## config.mk

```make
export PLATFORM = sky130hd
export DESIGN_NAME = pvbs_scheduler
export DESIGN_NICKNAME = d
export VERILOG_FILES = /design/src/pvbs_pkg.sv /design/src/pvbs_scheduler.sv /design/src/pvbs_ahb_slave.sv
export SDC_FILE = /design/constraint.sdc
export NUM_CORES = 1
export LEC_CHECK = 0
export BUFFER_PORTS_ARGS = -buffer_cell sky130_fd_sc_hd__buf_2
export CORE_UTILIZATION = 60
export DETAILED_ROUTE_END_ITERATION = 8
export PLACE_DENSITY = 0.9
export SKIP_LAST_GASP = 1
export SYNTH_ARGS = -nofsm -noshare
export SYNTH_HDL_FRONTEND = slang
export SYNTH_HIERARCHICAL = 1
export SYNTH_SLANG_ARGS = --single-unit
```

## constraint.sdc

```tcl
create_clock -name i_clk -period 6.7 [get_ports i_clk]
set_input_delay 1.34 -clock i_clk [delete_from_list [all_inputs] [get_ports i_clk]]
set_output_delay 1.34 -clock i_clk [all_outputs]
set_load 0.05 [all_outputs]
```

## src/pvbs_pkg.sv

```systemverilog
// Package of constants for the process variable broadcast scheduler
`default_nettype none
package pvbs_pkg;

  // Register byte offsets
  localparam logic [7:0] OFF_CTRL    = 8'h00;
  localparam logic [7:0] OFF_SETSEL  = 8'h04;
  localparam logic [7:0] OFF_TAG_LO  = 8'h08;
  localparam logic [7:0] OFF_TAG_HI  = 8'h0c;
  localparam logic [7:0] OFF_STATUS  = 8'h10;
  localparam logic [7:0] OFF_SLOT    = 8'h14;

  // Control register fields
  localparam int CTRL_DIGITAL_BIT = 0;
  localparam int CTRL_ANALOG_LSB  = 4;
  localparam int CTRL_VALID_BIT   = 8;
  localparam int CTRL_ADVANCE_BIT = 16;

  // Set select fields
  localparam int SETSEL_SET_LSB = 0;
  localparam int SETSEL_SV_BIT  = 2;

  // Variable codes
  localparam logic [2:0] VAR_DP   = 3'h0;
  localparam logic [2:0] VAR_SP   = 3'h1;
  localparam logic [2:0] VAR_TEMP = 3'h2;
  localparam logic [2:0] VAR_FLOW = 3'h3;
  localparam logic [2:0] VAR_BODY = 3'h4;

  // Broadcast set codes, cumulative
  localparam logic [1:0] SET_ALL = 2'h3;

  // Defaults loaded when the stored configuration is incomplete
  localparam logic       DEF_DIGITAL = 1'b1;
  localparam logic [1:0] DEF_ANALOG  = 2'h3;
  localparam logic [1:0] DEF_SET     = 2'h0;
  localparam logic       DEF_SV      = 1'b0;
  localparam logic [7:0] DEF_TAG_CH  = 8'h20;

  // Tag marker
  localparam logic [7:0] TAG_SLASH = 8'h2f;
  localparam int         TAG_CHARS = 8;

  localparam logic [31:0] BUS_ZERO = 32'h0000_0000;

endpackage
`default_nettype wire

```

## src/pvbs_scheduler.sv

```systemverilog
// Broadcast scheduler for process variables, with AHB-Lite registers
`timescale 1ns/1ps
`default_nettype none
// What this block does
// - At start, incomplete stored configuration loads every setting default.
// - Holds an eight character ASCII tag naming the unit.
// - All four sent and tag char eight is slash: DP first, flow second.
// - Fewer than four sent: differential pressure is the priority variable.
// - All four, no slash: flow, DP, static pressure, temperature.
// - Several selected: priority variable goes every other broadcast cycle.
// - Set select picks cumulative sets DP, +SP, +temp, +flow.
// - Each set may append body temperature, eight selections total.
// - Set select acts only in digital link mode.
// - Mode is analog or digital link, chosen by configuration.
// - Analog mode outputs one selected variable only.
module pvbs_scheduler #(
  parameter int TAG_CHARS = pvbs_pkg::TAG_CHARS
) (
  input  wire logic        i_clk,
  input  wire logic        i_rst,
  input  wire logic        i_cfg_complete,
  input  wire logic        i_hsel,
  input  wire logic [7:0]  i_haddr,
  input  wire logic [1:0]  i_htrans,
  input  wire logic        i_hwrite,
  input  wire logic [2:0]  i_hsize,
  input  wire logic [31:0] i_hwdata,
  input  wire logic        i_hready,
  output logic [31:0]      o_hrdata,
  output logic             o_hreadyout,
  output logic             o_hresp,
  input  wire logic        i_cycle_start,
  output logic             o_slot_valid,
  output logic [2:0]       o_slot_var,
  output logic             o_slot_priority,
  output logic             o_digital_mode
);
  typedef struct packed {
    logic                   loaded;
    logic                   cfg_ok;
    logic                   digital;
    logic [1:0]             analog_sel;
    logic [1:0]             set_sel;
    logic                   sv_on;
    logic [TAG_CHARS*8-1:0] tag;
    logic                   prio_turn;
    logic [2:0]             rr_idx;
    logic                   slot_valid;
    logic [2:0]             slot_var;
    logic                   slot_prio;
    logic [31:0]            rdata;
  } pvbs_st_t;

  pvbs_st_t    st_reg;
  pvbs_st_t    st_next;
  logic        wr_en;
  logic        rd_en;
  logic [7:0]  addr;
  logic [7:0]  tag_last;
  logic        all_four;
  logic [2:0]  order [0:4];
  logic [2:0]  n_sel;
  logic [2:0]  rest_n;
  logic [2:0]  rr_pick;
  logic [2:0]  rr_wrap;

  pvbs_ahb_slave u_bus (
    .i_clk       (i_clk),
    .i_rst       (i_rst),
    .i_hsel      (i_hsel),
    .i_haddr     (i_haddr),
    .i_htrans    (i_htrans),
    .i_hwrite    (i_hwrite),
    .i_hsize     (i_hsize),
    .i_hready    (i_hready),
    .o_wr_en     (wr_en),
    .o_rd_en     (rd_en),
    .o_addr      (addr),
    .o_hreadyout (o_hreadyout),
    .o_hresp     (o_hresp)
  );

  assign tag_last = st_reg.tag[TAG_CHARS*8-1 -: 8];
  assign all_four = (st_reg.set_sel == pvbs_pkg::SET_ALL);

  // Priority ordering of the selected variables
  always_comb begin
    order[0] = pvbs_pkg::VAR_DP;
    order[1] = pvbs_pkg::VAR_SP;
    order[2] = pvbs_pkg::VAR_TEMP;
    order[3] = pvbs_pkg::VAR_FLOW;
    order[4] = pvbs_pkg::VAR_BODY;
    if (all_four) begin
      if (tag_last == pvbs_pkg::TAG_SLASH) begin
        order[0] = pvbs_pkg::VAR_DP;
        order[1] = pvbs_pkg::VAR_FLOW;
        order[2] = pvbs_pkg::VAR_SP;
        order[3] = pvbs_pkg::VAR_TEMP;
      end else begin
        order[0] = pvbs_pkg::VAR_FLOW;
        order[1] = pvbs_pkg::VAR_DP;
        order[2] = pvbs_pkg::VAR_SP;
        order[3] = pvbs_pkg::VAR_TEMP;
      end
    end
  end

  // Cumulative set plus optional body temperature
  assign n_sel = 3'({1'b0, st_reg.set_sel}) + 3'h1 + 3'(st_reg.sv_on);
  // Body temperature sits in slot n_sel-1 when appended
  assign rest_n = n_sel - 3'h1;
  assign rr_pick = (st_reg.rr_idx >= rest_n) ? 3'h0 : st_reg.rr_idx;
  assign rr_wrap = (rr_pick + 3'h1 >= rest_n) ? 3'h0 : rr_pick + 3'h1;

  function automatic logic [2:0] sel_at(input logic [2:0] k);
    logic [2:0] r;
    r = order[k];
    if (st_reg.sv_on && k == 3'(st_reg.set_sel) + 3'h1) begin
      r = pvbs_pkg::VAR_BODY;
    end
    return r;
  endfunction

  always_comb begin
    st_next            = st_reg;
    st_next.slot_valid = 1'b0;
    // Defaults land once on the first cycle after reset
    if (!st_reg.loaded) begin
      st_next.loaded = 1'b1;
      st_next.cfg_ok = i_cfg_complete;
      if (!i_cfg_complete) begin
        st_next.digital    = pvbs_pkg::DEF_DIGITAL;
        st_next.analog_sel = pvbs_pkg::DEF_ANALOG;
        st_next.set_sel    = pvbs_pkg::DEF_SET;
        st_next.sv_on      = pvbs_pkg::DEF_SV;
        st_next.tag        = {TAG_CHARS{pvbs_pkg::DEF_TAG_CH}};
      end
    end
    if (wr_en) begin
      case (addr)
        pvbs_pkg::OFF_CTRL: begin
          st_next.digital    = i_hwdata[pvbs_pkg::CTRL_DIGITAL_BIT];
          st_next.analog_sel = i_hwdata[pvbs_pkg::CTRL_ANALOG_LSB +: 2];
        end
        pvbs_pkg::OFF_SETSEL: begin
          st_next.set_sel = i_hwdata[pvbs_pkg::SETSEL_SET_LSB +: 2];
          st_next.sv_on   = i_hwdata[pvbs_pkg::SETSEL_SV_BIT];
        end
        pvbs_pkg::OFF_TAG_LO: st_next.tag[31:0] = i_hwdata;
        pvbs_pkg::OFF_TAG_HI: st_next.tag[63:32] = i_hwdata;
        default: st_next.tag = st_next.tag;
      endcase
    end
    st_next.rdata = pvbs_pkg::BUS_ZERO;
    if (rd_en) begin
      case (addr)
        pvbs_pkg::OFF_CTRL:   st_next.rdata = {23'h0, st_reg.cfg_ok, 2'h0,
                                               st_reg.analog_sel, 3'h0,
                                               st_reg.digital};
        pvbs_pkg::OFF_SETSEL: st_next.rdata = {29'h0, st_reg.sv_on,
                                               st_reg.set_sel};
        pvbs_pkg::OFF_TAG_LO: st_next.rdata = st_reg.tag[31:0];
        pvbs_pkg::OFF_TAG_HI: st_next.rdata = st_reg.tag[63:32];
        pvbs_pkg::OFF_STATUS: st_next.rdata = {21'h0, n_sel, 4'h0,
                                               st_reg.prio_turn, order[0]};
        pvbs_pkg::OFF_SLOT:   st_next.rdata = {27'h0, st_reg.slot_prio,
                                               1'b0, st_reg.slot_var};
        default:              st_next.rdata = pvbs_pkg::BUS_ZERO;
      endcase
    end
    if (i_cycle_start && st_reg.loaded) begin
      st_next.slot_valid = 1'b1;
      if (!st_reg.digital) begin
        // Analog output carries one variable; set select is ignored
        st_next.slot_var  = {1'b0, st_reg.analog_sel};
        st_next.slot_prio = 1'b1;
      end else if (n_sel == 3'h1 || st_reg.prio_turn) begin
        st_next.slot_var  = order[0];
        st_next.slot_prio = 1'b1;
        st_next.prio_turn = 1'b0;
      end else begin
        // Remaining variables start at second priority and rotate
        st_next.slot_var  = sel_at(rr_pick + 3'h1);
        st_next.slot_prio = 1'b0;
        st_next.rr_idx    = rr_wrap;
        st_next.prio_turn = 1'b1;
      end
    end
  end

  always_ff @(posedge i_clk) begin
    if (i_rst) begin
      st_reg            <= '0;
      st_reg.digital    <= pvbs_pkg::DEF_DIGITAL;
      st_reg.analog_sel <= pvbs_pkg::DEF_ANALOG;
      st_reg.prio_turn  <= 1'b1;
      st_reg.tag        <= {TAG_CHARS{pvbs_pkg::DEF_TAG_CH}};
    end else begin
      st_reg <= st_next;
    end
  end

  assign o_hrdata        = st_reg.rdata;
  assign o_slot_valid    = st_reg.slot_valid;
  assign o_slot_var      = st_reg.slot_var;
  assign o_slot_priority = st_reg.slot_prio;
  assign o_digital_mode  = st_reg.digital;

  property p_prio_alternate;
    @(posedge i_clk) disable iff (i_rst)
      (o_slot_valid && o_digital_mode && !o_slot_priority && i_cycle_start
       && !wr_en) |=> (o_slot_valid && o_slot_priority);
  endproperty
  a_prio_alternate: assert property (p_prio_alternate)
    else $error("priority slot did not follow a non-priority slot");

  property p_flow_first;
    @(posedge i_clk) disable iff (i_rst)
      (i_cycle_start && st_reg.digital && all_four && st_reg.prio_turn
       && tag_last != pvbs_pkg::TAG_SLASH && !wr_en)
      |=> (o_slot_var == pvbs_pkg::VAR_FLOW);
  endproperty
  a_flow_first: assert property (p_flow_first)
    else $error("flow was not the priority variable");

  property p_slash_dp;
    @(posedge i_clk) disable iff (i_rst)
      (i_cycle_start && st_reg.loaded && st_reg.digital && all_four
       && tag_last == pvbs_pkg::TAG_SLASH && !wr_en
       && (st_reg.prio_turn || rr_pick == 3'h0))
      |=> (o_slot_var == ($past(st_reg.prio_turn) ? pvbs_pkg::VAR_DP
                                                  : pvbs_pkg::VAR_FLOW));
  endproperty
  a_slash_dp: assert property (p_slash_dp)
    else $error("slash marker did not promote differential pressure");

  property p_dp_default;
    @(posedge i_clk) disable iff (i_rst)
      (i_cycle_start && st_reg.loaded && st_reg.digital && !all_four
       && st_reg.prio_turn && !wr_en)
      |=> (o_slot_var == pvbs_pkg::VAR_DP && o_slot_priority);
  endproperty
  a_dp_default: assert property (p_dp_default)
    else $error("differential pressure not priority for partial set");

  property p_defaults;
    @(posedge i_clk) disable iff (i_rst)
      (!st_reg.loaded && !i_cfg_complete) |=>
        (st_reg.set_sel == pvbs_pkg::DEF_SET && !st_reg.sv_on
         && st_reg.loaded);
  endproperty
  a_defaults: assert property (p_defaults)
    else $error("defaults not loaded for incomplete configuration");

  property p_analog_one;
    @(posedge i_clk) disable iff (i_rst)
      (i_cycle_start && st_reg.loaded && !st_reg.digital && !wr_en)
      |=> (o_slot_var == {1'b0, $past(st_reg.analog_sel)} && o_slot_priority);
  endproperty
  a_analog_one: assert property (p_analog_one)
    else $error("analog mode sent something other than its variable");

  // Variable codes follow the cumulative set order, so a compare suffices
  property p_in_set;
    @(posedge i_clk) disable iff (i_rst)
      (o_slot_valid && o_digital_mode && !$past(wr_en))
      |-> ((o_slot_var == pvbs_pkg::VAR_BODY) ? st_reg.sv_on
           : (o_slot_var <= {1'b0, st_reg.set_sel}));
  endproperty
  a_in_set: assert property (p_in_set)
    else $error("broadcast slot outside the selected set");

  property p_rr_range;
    @(posedge i_clk) disable iff (i_rst)
      (o_slot_valid && o_digital_mode && !o_slot_priority) |->
        (o_slot_var != $past(order[0], 1));
  endproperty
  a_rr_range: assert property (p_rr_range)
    else $error("round-robin slot repeated the priority variable");

  property p_slot_pulse;
    @(posedge i_clk) disable iff (i_rst)
      (i_cycle_start && st_reg.loaded) |=> o_slot_valid;
  endproperty
  a_slot_pulse: assert property (p_slot_pulse)
    else $error("broadcast cycle produced no slot");

  property p_no_slot;
    @(posedge i_clk) disable iff (i_rst)
      !(i_cycle_start && st_reg.loaded) |=> !o_slot_valid;
  endproperty
  a_no_slot: assert property (p_no_slot)
    else $error("slot produced without a broadcast cycle");

  property p_single_prio;
    @(posedge i_clk) disable iff (i_rst)
      (i_cycle_start && st_reg.loaded && st_reg.digital && n_sel == 3'h1
       && !wr_en) |=> (o_slot_priority && o_slot_var == pvbs_pkg::VAR_DP);
  endproperty
  a_single_prio: assert property (p_single_prio)
    else $error("single selected variable was not sent every cycle");

  property p_tag_default;
    @(posedge i_clk) disable iff (i_rst)
      (!st_reg.loaded && !i_cfg_complete && !wr_en) |=>
        (st_reg.tag == {TAG_CHARS{pvbs_pkg::DEF_TAG_CH}}
         && st_reg.digital == pvbs_pkg::DEF_DIGITAL
         && st_reg.analog_sel == pvbs_pkg::DEF_ANALOG);
  endproperty
  a_tag_default: assert property (p_tag_default)
    else $error("tag and mode defaults not loaded");
endmodule
`default_nettype wire

```

## src/pvbs_ahb_slave.sv

```systemverilog
// AHB-Lite slave front end: captures address phase, gives write strobe
`timescale 1ns/1ps
`default_nettype none
module pvbs_ahb_slave (
  input  wire logic        i_clk,
  input  wire logic        i_rst,
  input  wire logic        i_hsel,
  input  wire logic [7:0]  i_haddr,
  input  wire logic [1:0]  i_htrans,
  input  wire logic        i_hwrite,
  input  wire logic [2:0]  i_hsize,
  input  wire logic        i_hready,
  output logic             o_wr_en,
  output logic             o_rd_en,
  output logic [7:0]       o_addr,
  output logic             o_hreadyout,
  output logic             o_hresp
);
  typedef struct packed {
    logic       wr;
    logic       rd;
    logic [7:0] addr;
  } pvbs_ahb_st_t;

  pvbs_ahb_st_t st_reg;
  pvbs_ahb_st_t st_next;
  logic         take;

  // Only word accesses count; others complete with no effect
  assign take = i_hsel & i_hready & i_htrans[1] & (i_hsize == 3'h2);

  always_comb begin
    st_next      = st_reg;
    st_next.wr   = take & i_hwrite;
    st_next.rd   = take & ~i_hwrite;
    if (take) begin
      st_next.addr = i_haddr;
    end
  end

  always_ff @(posedge i_clk) begin
    if (i_rst) begin
      st_reg <= '0;
    end else begin
      st_reg <= st_next;
    end
  end

  assign o_wr_en     = st_reg.wr;
  assign o_rd_en     = st_reg.rd;
  assign o_addr      = st_reg.addr;
  // Reads stretch by one wait state, since read data is registered after rd
  assign o_hreadyout = ~st_reg.rd;
  assign o_hresp     = 1'b0;
endmodule
`default_nettype wire

```

==> metrics.yaml, run 1 <==
critical_path:
  reg2reg_depth: 16
  setup.worst_path.class: "reg -> reg"
  startpoint_type: "flop"
  r2r-end: "st_reg[39]"
  end_kind: "flop"
  crit_start: "st_reg[106]"
  crit_arrival_ns: 4.79
  r2r_slack_ns: 2.37
  cp.required_ns: 7.15
  r2r-start: "st_reg[106]"
  crit_fanout: 11
yosys:
  synth_nets: 723
  ys_top_cells_by_count: "dfxtp_1, nand2_1, a21oi_1, nand3_1, nor2_1"
  ys.flop_type: "dfxtp_1"
  synth_edf_count: 0
  async_flop_share_pct: 0
  synth_top_area_cell: "dfxtp_1"
  yosys-top-cells-area: "dfxtp_1, a21oi_1, nand3_1"
  yosysSeqAreaShare_pct: 44.98
  synth_cells: 663
  synth.most_common_cell: "dfxtp_1"
  ys_ff_latch: 123
  yosysTopAreaCellShare_pct: 44.98
  synth_warnings: 6
  syn_area_per_cell_sq_um: 8.256
  ys_types: 58
  netlist_area_sq_um: 5474
clock_network:
  cts_made_buffers: 17
  clockRootBuffer: "clkbuf_8"
  post-cts-setup-buffers: 0
  cts_hold_buf: 0
  htree_num_levels: 4
  tritoncts: "done"
  cts.sink_count: 123
  clk_pin_slew_ns: 0.06
  clk_latency_ns: 0.53
  cts_resized: 0
  cts.path.max_buffers: 2
routing:
  routed_wl_mm: 13.95
  dr.pass1.iters: 5
  dr.max_layer_used: "met4"
  wl_met2_mm: 6.863
  wl_met3_mm: 1.135
  wl_met1_mm: 5.373
  drt-initial-drc-count: 556
  vias: 5026
  drt-wirelength-per-cell_microns: 17.24
  ant_nets: 0
  viasPerCell: 6.213
  route.detailed.drc: 0
final_layout:
  diodes: 0
  largest_reg_flops: 75
  area_delta_synth_final_pct: 12.25
  drive_gt1_share_pct: 18.97
  instances_no_fill: 809
  final_core_util_pct: 70.12
  layout.nets: 749
worst_hold_path:
  worstHoldStart: "st_reg[41]"
  hold_class: "reg -> reg"
  hold_path_depth: 2
  whs_endpoint: "st_reg[41]"
global_routing:
  antenna_found_initial: 0
  grt_max_degree: 60
  grt_pass1_wl_mm: 22.51
  grt_pass1_vias: 4827
  grt_usage_pct: 29.69
  overflow: 0
power_and_ir_drop:
  cellLeakagePower_nw: 2.289
  power_density_nw_per_um2: 265.2
  ir_drop_v: 0.0002047
timing:
  drv_slew: 0
  tns_ns: 0
  hold_violations: 0
  worst_slack_ns: 2.367
  clock_skew_ns: 0.009717
  setup_viol: 0
  finalCritPeriodShare_pct: 64.67
  min_period_ns: 4.333
  slew_headroom_pct: 14.94
  rsz0062_at_grt: "no"
  fmax_ghz: 0.2308
  timing.hold.ws_ns: 0.4640
  tightestPinTransition_ns: 1.273
die:
  die_y_microns: 97.52
  die_area_sq_um: 9509
  rows: 34
  start_util_pct: 62.46
  dieWidth_microns: 97.52
  core_sq_um: 8763
  ios: 92
placement:
  place_ws_ns: 2.487
  port_buffers: 89
  gp_congestion: 0.8703
  dp_hpwl_mm: 8.529
  dpl.cell_count: 778
flow_run:
  maxCapViolations: 0
run_status:
  outcome: "completed"
worst max path at each step:
| stage | to | cells after the start |
|---|---|---|
| after floorplan | st_reg[37] | 18 |
| after global placement | st_reg[39] | 16 |
| after detailed placement | st_reg[39] | 16 |
| after CTS | st_reg[39] | 16 |
| after global routing | st_reg[39] | 16 |
| final | st_reg[39] | 16 |
layout make-up:
type | count | area [sq um]
fill | 659 | 2619
multi-input combinational | 443 | 2479
inverter | 10 | 37.54
timing repair buffer | 94 | 483.0
clock inverter | 13 | 120.1
clock buffer | 18 | 427.9
sequential | 123 | 2462
tap | 108 | 135.1
stage by stage:
step	power, mW	area (sq um)
after floorplan	0.7792	5474
after CTS	1.626	6145
after global routing	1.665	6145
after global placement	0.8019	5597
final	1.630	6145
after detailed placement	0.8037	5597
power by group:
group	internal (mW)	switching [mW]
Clock	0.501	0.340
Sequential	0.734	0.00231
Combinational	0.0182	0.0347
Total	1.25	0.377
placed cells by master, fill, tap and decap left out, types with 3 or more instances in the layout:
| master | n |
|---|---|
| dfxtp_1 | 123 |
| buf_2 | 89 |
| nand2_1 | 79 |
| a21oi_1 | 76 |
| nand3_1 | 66 |
| nor2_1 | 52 |
| a22oi_1 | 26 |
| nand2b_1 | 22 |
| nor3_1 | 17 |
| o21ai_0 | 16 |
| clkbuf_16 | 16 |
| mux2i_1 | 11 |
| inv_1 | 10 |
| ha_1 | 7 |
| and2_1 | 6 |
| and3_1 | 5 |
| buf_4 | 5 |
| nor2b_1 | 4 |
| o211ai_1 | 4 |
| clkinv_4 | 4 |
| or3_1 | 3 |
| a2bb2oi_1 | 3 |
| o21ai_1 | 3 |
| a221oi_1 | 3 |
| clkinvlp_4 | 3 |
| clkinv_2 | 3 |
cells by family (layout without fill, tap and decap cells):
family / Yosys count / count (layout) / share of synthesized area [%]
buffers and inverters: 97 / 135 / 9.806
AND/OR/NAND/NOR: 270 / 270 / 23.77
other: 1 / 1 / 0.06851
AO/OA/AOI/OAI: 149 / 149 / 16.46
multiplexers: 13 / 13 / 2.629
adder cells (fa/ha/maj): 8 / 8 / 1.966
flip-flops: 123 / 123 / 44.98
XOR/XNOR: 2 / 2 / 0.3201
critical path, stage by stage (launching register included):
cell	delay, ns
dfxtp_1	0.44
inv_1	0.13
ha_1	0.42
inv_1	0.11
ha_1	0.27
nand2b_1	0.32
a41oi_1	0.18
o221ai_1	0.37
and2_1	0.23
inv_1	0.10
ha_1	0.44
nor3b_1	0.28
o21ai_0	0.10
a21boi_0	0.13
o221a_2	0.29
or3_1	0.31
a21oi_1	0.15
per-layer routing:
metal | vias to the layer above | GRT usage, %
met5 | - | 0
li1 | 2314 | -
met4 | 0 | 16.18
met1 | 2334 | 34.34
met3 | 72 | 8.705
met2 | 306 | 49.27
Note: power is estimated with default switching activity, not from simulation.
==> run 2: changes to the inputs <==
ABC_AREA = 1   (was unset)
CORE_UTILIZATION = 51   (was 60)
PLACE_DENSITY = 0.82   (was 0.9)
clock period = 3.5 ns   (was 6.7 ns; I/O delays follow)
==> run 2 against run 1 <==
Via count shrank 3.0%. Synthesized cell count grew 9.4%. Clock skew shrank 0.0024 ns. Register-to-register slack lost 2.1 ns. Sequential power grew 92%. Critical path depth grew 8. Die area grew 18%. Fmax grew 33%. Power grew 100%. Cell count grew 14%.
==> metrics.yaml, run 2 <==
timing:
  tns_ns: 0
  drv_slew: 0
  tightestPinTransition_ns: 0.9011
  rsz0062_at_grt: "no"
  finalCritPeriodShare_pct: 93.15
  clock_skew_ns: 0.007280
  fmax_ghz: 0.3067
  min_period_ns: 3.260
  hold_violations: 0
  setup_viol: 0
  slew_headroom_pct: 39.86
critical_path:
  crit_chain: "inv_2 > ha_1 > inv_1 > fa_2 > inv_1 > nand2_1 > nand2_1 > nand2_1 > nand2_1 > nand2_1 > nand2_2 > nand2_1 > inv_1 > ha_1 > ha_4 > nand2_1 > a221oi_2 > nand2_1 > nor2_2 > nor2_1 > nand2_1 > nand2_1 > nand2_1 > a21oi_1"
  cp_slowest_stage_delay_ns: 0.59
  end_kind: "flop"
  r2r_slack_ns: 0.24
  crit_arrival_ns: 3.66
  slowest_stage: "fa_2"
  path_buf_inv: 4
  setup.worst_path.class: "reg -> reg"
  cp_common_cell: "nand2_1"
  cp.required_ns: 3.90
  crit_fanout: 5
  startpoint_type: "flop"
  critPathTopFamily: "adder cells"
clock_network:
  tritoncts: "done"
  clk_pin_slew_ns: 0.06
  cts.sink_count: 123
  cts.path.max_buffers: 2
  clk_latency_ns: 0.52
  clockRootBuffer: "clkbuf_8"
  cts_made_buffers: 17
  htree_num_levels: 4
placement:
  dpl.cell_count: 889
  dp_hpwl_mm: 7.790
  gp_congestion: 0.8688
  port_buffers: 89
routing:
  vias: 4875
  ant_nets: 0
  routed_wl_mm: 12.68
  dr.pass1.iters: 5
  viasPerCell: 5.282
  drt-initial-drc-count: 357
  drt-wirelength-per-cell_microns: 13.73
  route.detailed.drc: 0
die:
  die_area_sq_um: 11180
  ios: 92
  dieWidth_microns: 105.7
  core_sq_um: 10370
  start_util_pct: 52.91
  rows: 37
  die_y_microns: 105.7
worst_hold_path:
  hold_class: "in -> reg"
final_layout:
  instances_no_fill: 923
  final_core_util_pct: 61.44
  largest_reg_flops: 75
  area_delta_synth_final_pct: 16.12
  diodes: 0
  layout.nets: 835
  final_cell_mix: "nand2_1, dfxtp_1, buf_2, a21oi_1, nor2_1"
  drive_gt1_share_pct: 21.60
  final_common_cell: "nand2_1"
yosys:
  syn_area_per_cell_sq_um: 7.568
  ys.flop_type: "dfxtp_1"
  synth_warnings: 6
  synth_nets: 785
  synth_top_area_cell: "dfxtp_1"
  async_flop_share_pct: 0
  ys_types: 36
  ys_ff_latch: 123
  yosys-top-cells-area: "dfxtp_1, nand2_1, a21oi_1"
  synth_edf_count: 0
  synth.most_common_cell: "nand2_1"
  netlist_area_sq_um: 5487
  yosysTopAreaCellShare_pct: 44.88
  ys_top_cells_by_count: "nand2_1, dfxtp_1, a21oi_1, nor2_1, o21ai_0"
  yosysSeqAreaShare_pct: 44.88
  synth_cells: 725
power_and_ir_drop:
  ir_drop_v: 0.0002326
  cellLeakagePower_nw: 2.708
  power_density_nw_per_um2: 519.8
run_status:
  outcome: "completed"
global_routing:
  overflow: 0
  antenna_found_initial: 0
  grt_usage_pct: 23.23
  grt_max_degree: 71
  grt_pass1_vias: 4300
  grt_pass1_wl_mm: 20.39
flow_run:
  maxCapViolations: 0
-- run 2: changes by cell type in the layout (fill, tap and decap cells not counted), sizes merged, moves of 5 or more --
cell | previous run | this run
inv | 12 | 69
nand2 | 79 | 133
o21ai | 20 | 74
nand3 | 66 | 24
nor2 | 52 | 92
a22oi | 26 | 0
nand2b | 22 | 0
a21oi | 76 | 91
mux2i | 11 | 0
nor3 | 17 | 7
o211ai | 4 | 14
buf | 94 | 102
and2 | 6 | 0
and3 | 5 | 0
-- run 2: through the flow --
step           setup slack [ns]  hold WS (ns)  total power [mW]  instance area [sq um]
6_report                 0.2396        0.3481             3.312                   6371
2_1_floorplan            0.3502        0.4363             1.513                   5487
3_5_place_dp             0.1015        0.4506             1.566                   5723
3_3_place_gp             0.1560        0.4509             1.564                   5723
5_1_grt                 0.03184        0.3413             3.404                   6371
4_1_cts                 0.01923        0.3358             3.316                   6325
-- run 2: final cells by class --
type | count | area (sq um)
Inverter | 65 | 244.0
Tap cell | 136 | 170.2
Timing Repair Buffer | 102 | 543.0
Clock buffer | 17 | 414.1
Sequential cell | 123 | 2462
Multi-Input combinational cell | 466 | 2350
Fill cell | 960 | 3999
Clock inverter | 14 | 187.7
-- run 2: path summary, 6_finish.rpt --
| check | start | to | depth (start not counted) |
|---|---|---|---|
| worst min-delay path | i_hwrite | u_bus/o_rd_en | 2 |
| worst max-delay path | st_reg[106] | o_slot_var[1] | 24 |
| worst min register to register | st_reg[87] | o_hrdata[14] | 2 |
| worst max register to register | st_reg[106] | o_slot_var[1] | 24 |
-- run 2: logic make-up (layout without fill, tap and decap cells) --
family                     count (synthesis)  count (layout)  synth area share [%]
AOI/OAI and AO/OA                        195             195                 19.73
buffers and inverters                    136             198                 12.73
adders and majority gates                  8               8                 1.961
other                                      1               1               0.06835
DFF                                      123             123                 44.88
and+or+nand+nor                          262             262                 20.64
-- run 2: routing by layer --
metal	up-vias	GRT usage [%]	part of all wire (%)	routed length, microns
li1	2444	-	-	-
met1	2228	29.86	44	5521
met2	185	37.86	48	6108
met3	18	5.318	6.8	866
met4	0	8.829	1.4	180
met5	-	0	0	0
-- run 2: repair_timing --
| item | 4_1_cts | 5_1_grt |
|---|---|---|
| gates resized for setup | 0 | 5 |
| hold buffers | 0 | 0 |
| buffers inserted | 0 | 3 |
| setup endpoints to repair | 0 | 3 |
-- run 2: worst register-to-register path: cells and delay by family, from the launching register on --
| family | cells | cell delay (ns) |
|---|---|---|
| AO/OA/AOI/OAI | 2 | 0.29 |
| adder cells (fa/ha/maj) | 4 | 1.27 |
| buffers and inverters | 4 | 0.28 |
| flip-flops | 1 | 0.33 |
| AND/OR/NAND/NOR | 14 | 0.97 |
-- run 2: where the power goes --
part | internal (mW) | switching [mW]
logic | 0.0442 | 0.0852
clock network | 1.10 | 0.676
registers | 1.41 | 0.00278
==> run 3: changes to the inputs <==
CORE_UTILIZATION = 53   (was 51)
CTS_BUF_LIST = sky130_fd_sc_hd__clkbuf_4 sky130_fd_sc_hd__clkbuf_8   (was unset)
PLACE_DENSITY = 0.85   (was 0.82)
==> run 3 against run 2 <==
Count of clock-buffer cells in the layout rose by 1. Worst setup slack got worse by 0.017 ns. Routed wire length fell by 0.24%. Power fell by 18%. Final area fell by 3.2%. Die area fell by 3.7%. Global-route usage rose by 0.47 points. Clock skew rose by 0.0031 ns. Largest power group is now registers. Highest routed layer unchanged.
==> metrics.yaml, run 3 (synthesis results as in run 2) <==
critical_path:
  crit_fanout: 6
  crit_arrival_ns: 3.59
  setup.worst_path.class: "reg -> reg"
  cp.required_ns: 3.81
  end_kind: "flop"
  startpoint_type: "flop"
routing:
  route.detailed.drc: 0
  dr.pass1.iters: 6
  ant_nets: 0
  drt-wirelength-per-cell_microns: 13.73
  routed_wl_mm: 12.65
  vias: 4925
  drt-initial-drc-count: 404
  viasPerCell: 5.347
clock_network:
  clockRootBuffer: "clkbuf_8"
  clk_latency_ns: 0.44
  htree_num_levels: 4
  cts_hold_buf: 0
  tritoncts: "done"
  clk_pin_slew_ns: 0.07
  cts.sink_count: 123
  cts.path.max_buffers: 2
  cts_made_buffers: 17
run_status:
  outcome: "completed"
power_and_ir_drop:
  cellLeakagePower_nw: 2.606
  p_switching_mw: 0.6925
  p_int_mw: 2.033
  power_density_nw_per_um2: 442.1
  clkPwrFrac_pct: 43.7
  comb_power_share_pct: 4.7
  swShare_pct: 25.41
  seq_power_share_pct: 51.6
  fin_total_pwr_mw: 2.725
  ir_drop_v: 0.0001911
global_routing:
  met2_usage_pct: 37.10
  grt_max_degree: 71
  grt_pass1_wl_mm: 20.47
  grt_usage_pct: 23.70
  grt_pass1_vias: 4332
  grtUsageMet3_pct: 6.293
  overflow: 0
  grt.met1_usage_pct: 30.63
  antenna_found_initial: 1
  grt_busiest_layer: "met2"
die:
  die_y_microns: 103.7
  rows: 36
  die_area_sq_um: 10760
  core_sq_um: 9910
  dieWidth_microns: 103.7
  ios: 92
  start_util_pct: 55.37
timing:
  clock_skew_ns: 0.01043
  tns_ns: 0
  fmax_ghz: 0.3051
  finalCritPeriodShare_pct: 93.65
  worst_slack_ns: 0.2223
  setup_viol: 0
  min_period_ns: 3.278
  tightestPinTransition_ns: 0.8317
  slew_headroom_pct: 44.49
  hold_violations: 0
  drv_slew: 0
worst_hold_path:
  hold_class: "in -> reg"
placement:
  gp_congestion: 0.8187
  place_ws_ns: 0.05663
  port_buffers: 89
  dp_hpwl_mm: 7.963
final_layout:
  layout.nets: 835
  largest_reg_flops: 75
  drive_gt1_share_pct: 21.95
  fill_cells: 879
  diodes: 0
  final_common_cell: "nand2_1"
  area_delta_synth_final_pct: 12.36
  final_cell_mix: "nand2_1, dfxtp_1, buf_2, a21oi_1, nor2_1"
  final_core_util_pct: 62.21
flow_run:
  maxCapViolations: 0
## run 3: cell count changes in the layout (fill, tap and decap cells not counted), sizes merged
cell | before | now
clkbuf | 17 | 18
bufinv | 3 | 1
clkinv | 6 | 5
clkinvlp | 1 | 4
## run 3: through the flow
| step | std cells | instance area [sq um] | hold slack [ns] |
|---|---|---|---|
| final | 921 | 6165 | 0.4331 |
| after global routing | 921 | 6165 | 0.4342 |
| after CTS | 917 | 6106 | 0.4165 |
| after detailed placement | 885 | 5724 | 0.4539 |
| after global placement | 885 | 5724 | 0.4492 |
| after floorplan | 725 | 5487 | 0.4363 |
## run 3: worst max-delay path: stages, from the launching register on
cell and delay (ns):
dfxtp_1 0.39, ha_1 0.16, inv_1 0.05, fa_2 0.61, inv_1 0.06, nand2_1 0.07
nand2_1 0.07, nand2_1 0.05, nand2_1 0.04, nand2_1 0.09, nand2_2 0.10, nand2_2 0.10
inv_1 0.06, ha_1 0.22, ha_4 0.30, nand2_1 0.06, a221oi_2 0.22, nand2_1 0.09
nor2_2 0.10, nor2_1 0.07, nand2_1 0.06, nand2_1 0.05, nand2_1 0.06, a21oi_1 0.06
## run 3: layout make-up
class	instances	area, sq um	area share (%)
multi-input cells	466	2355	38.20
repair buffers	102	555.5	9.012
clock inverters	14	140.1	2.273
clock buffers	18	241.5	3.917
well taps	133	166.4	2.699
inverters	65	244.0	3.958
flip-flops and latches	123	2462	39.94
## run 3: timing repair
item | CTS | global route
endpoints found under the hold margin | 0 | 0
setup buffers | 0 | 4
endpoints found under the setup margin | 0 | 4
gates resized for setup | 0 | 7
## run 3: metal layers
metal	up-vias	share of wire (%)
li1	2436	-
met2	208	47
met5	-	0
met1	2253	43
met4	0	2.6
met3	28	7.6
## run 3: worst paths after layout
path,start,end,slack [ns],cells past startpoint
min,i_hwrite,u_bus/o_rd_en,0.43,2
max,st_reg[105],o_slot_var[0],0.22,23
min reg2reg,st_reg[86],o_hrdata[13],0.46,2
max reg2reg,st_reg[105],o_slot_var[0],0.22,23
## run 3: power groups by stage
stage	registers, mW	logic [mW]	clock network, mW
6_report	1.41	0.129	1.19
5_1_grt	1.41	0.142	1.27
4_1_cts	1.41	0.127	1.20
3_5_place_dp	1.44	0.127	0
3_3_place_gp	1.44	0.126	0
2_1_floorplan	1.44	0.0705	0
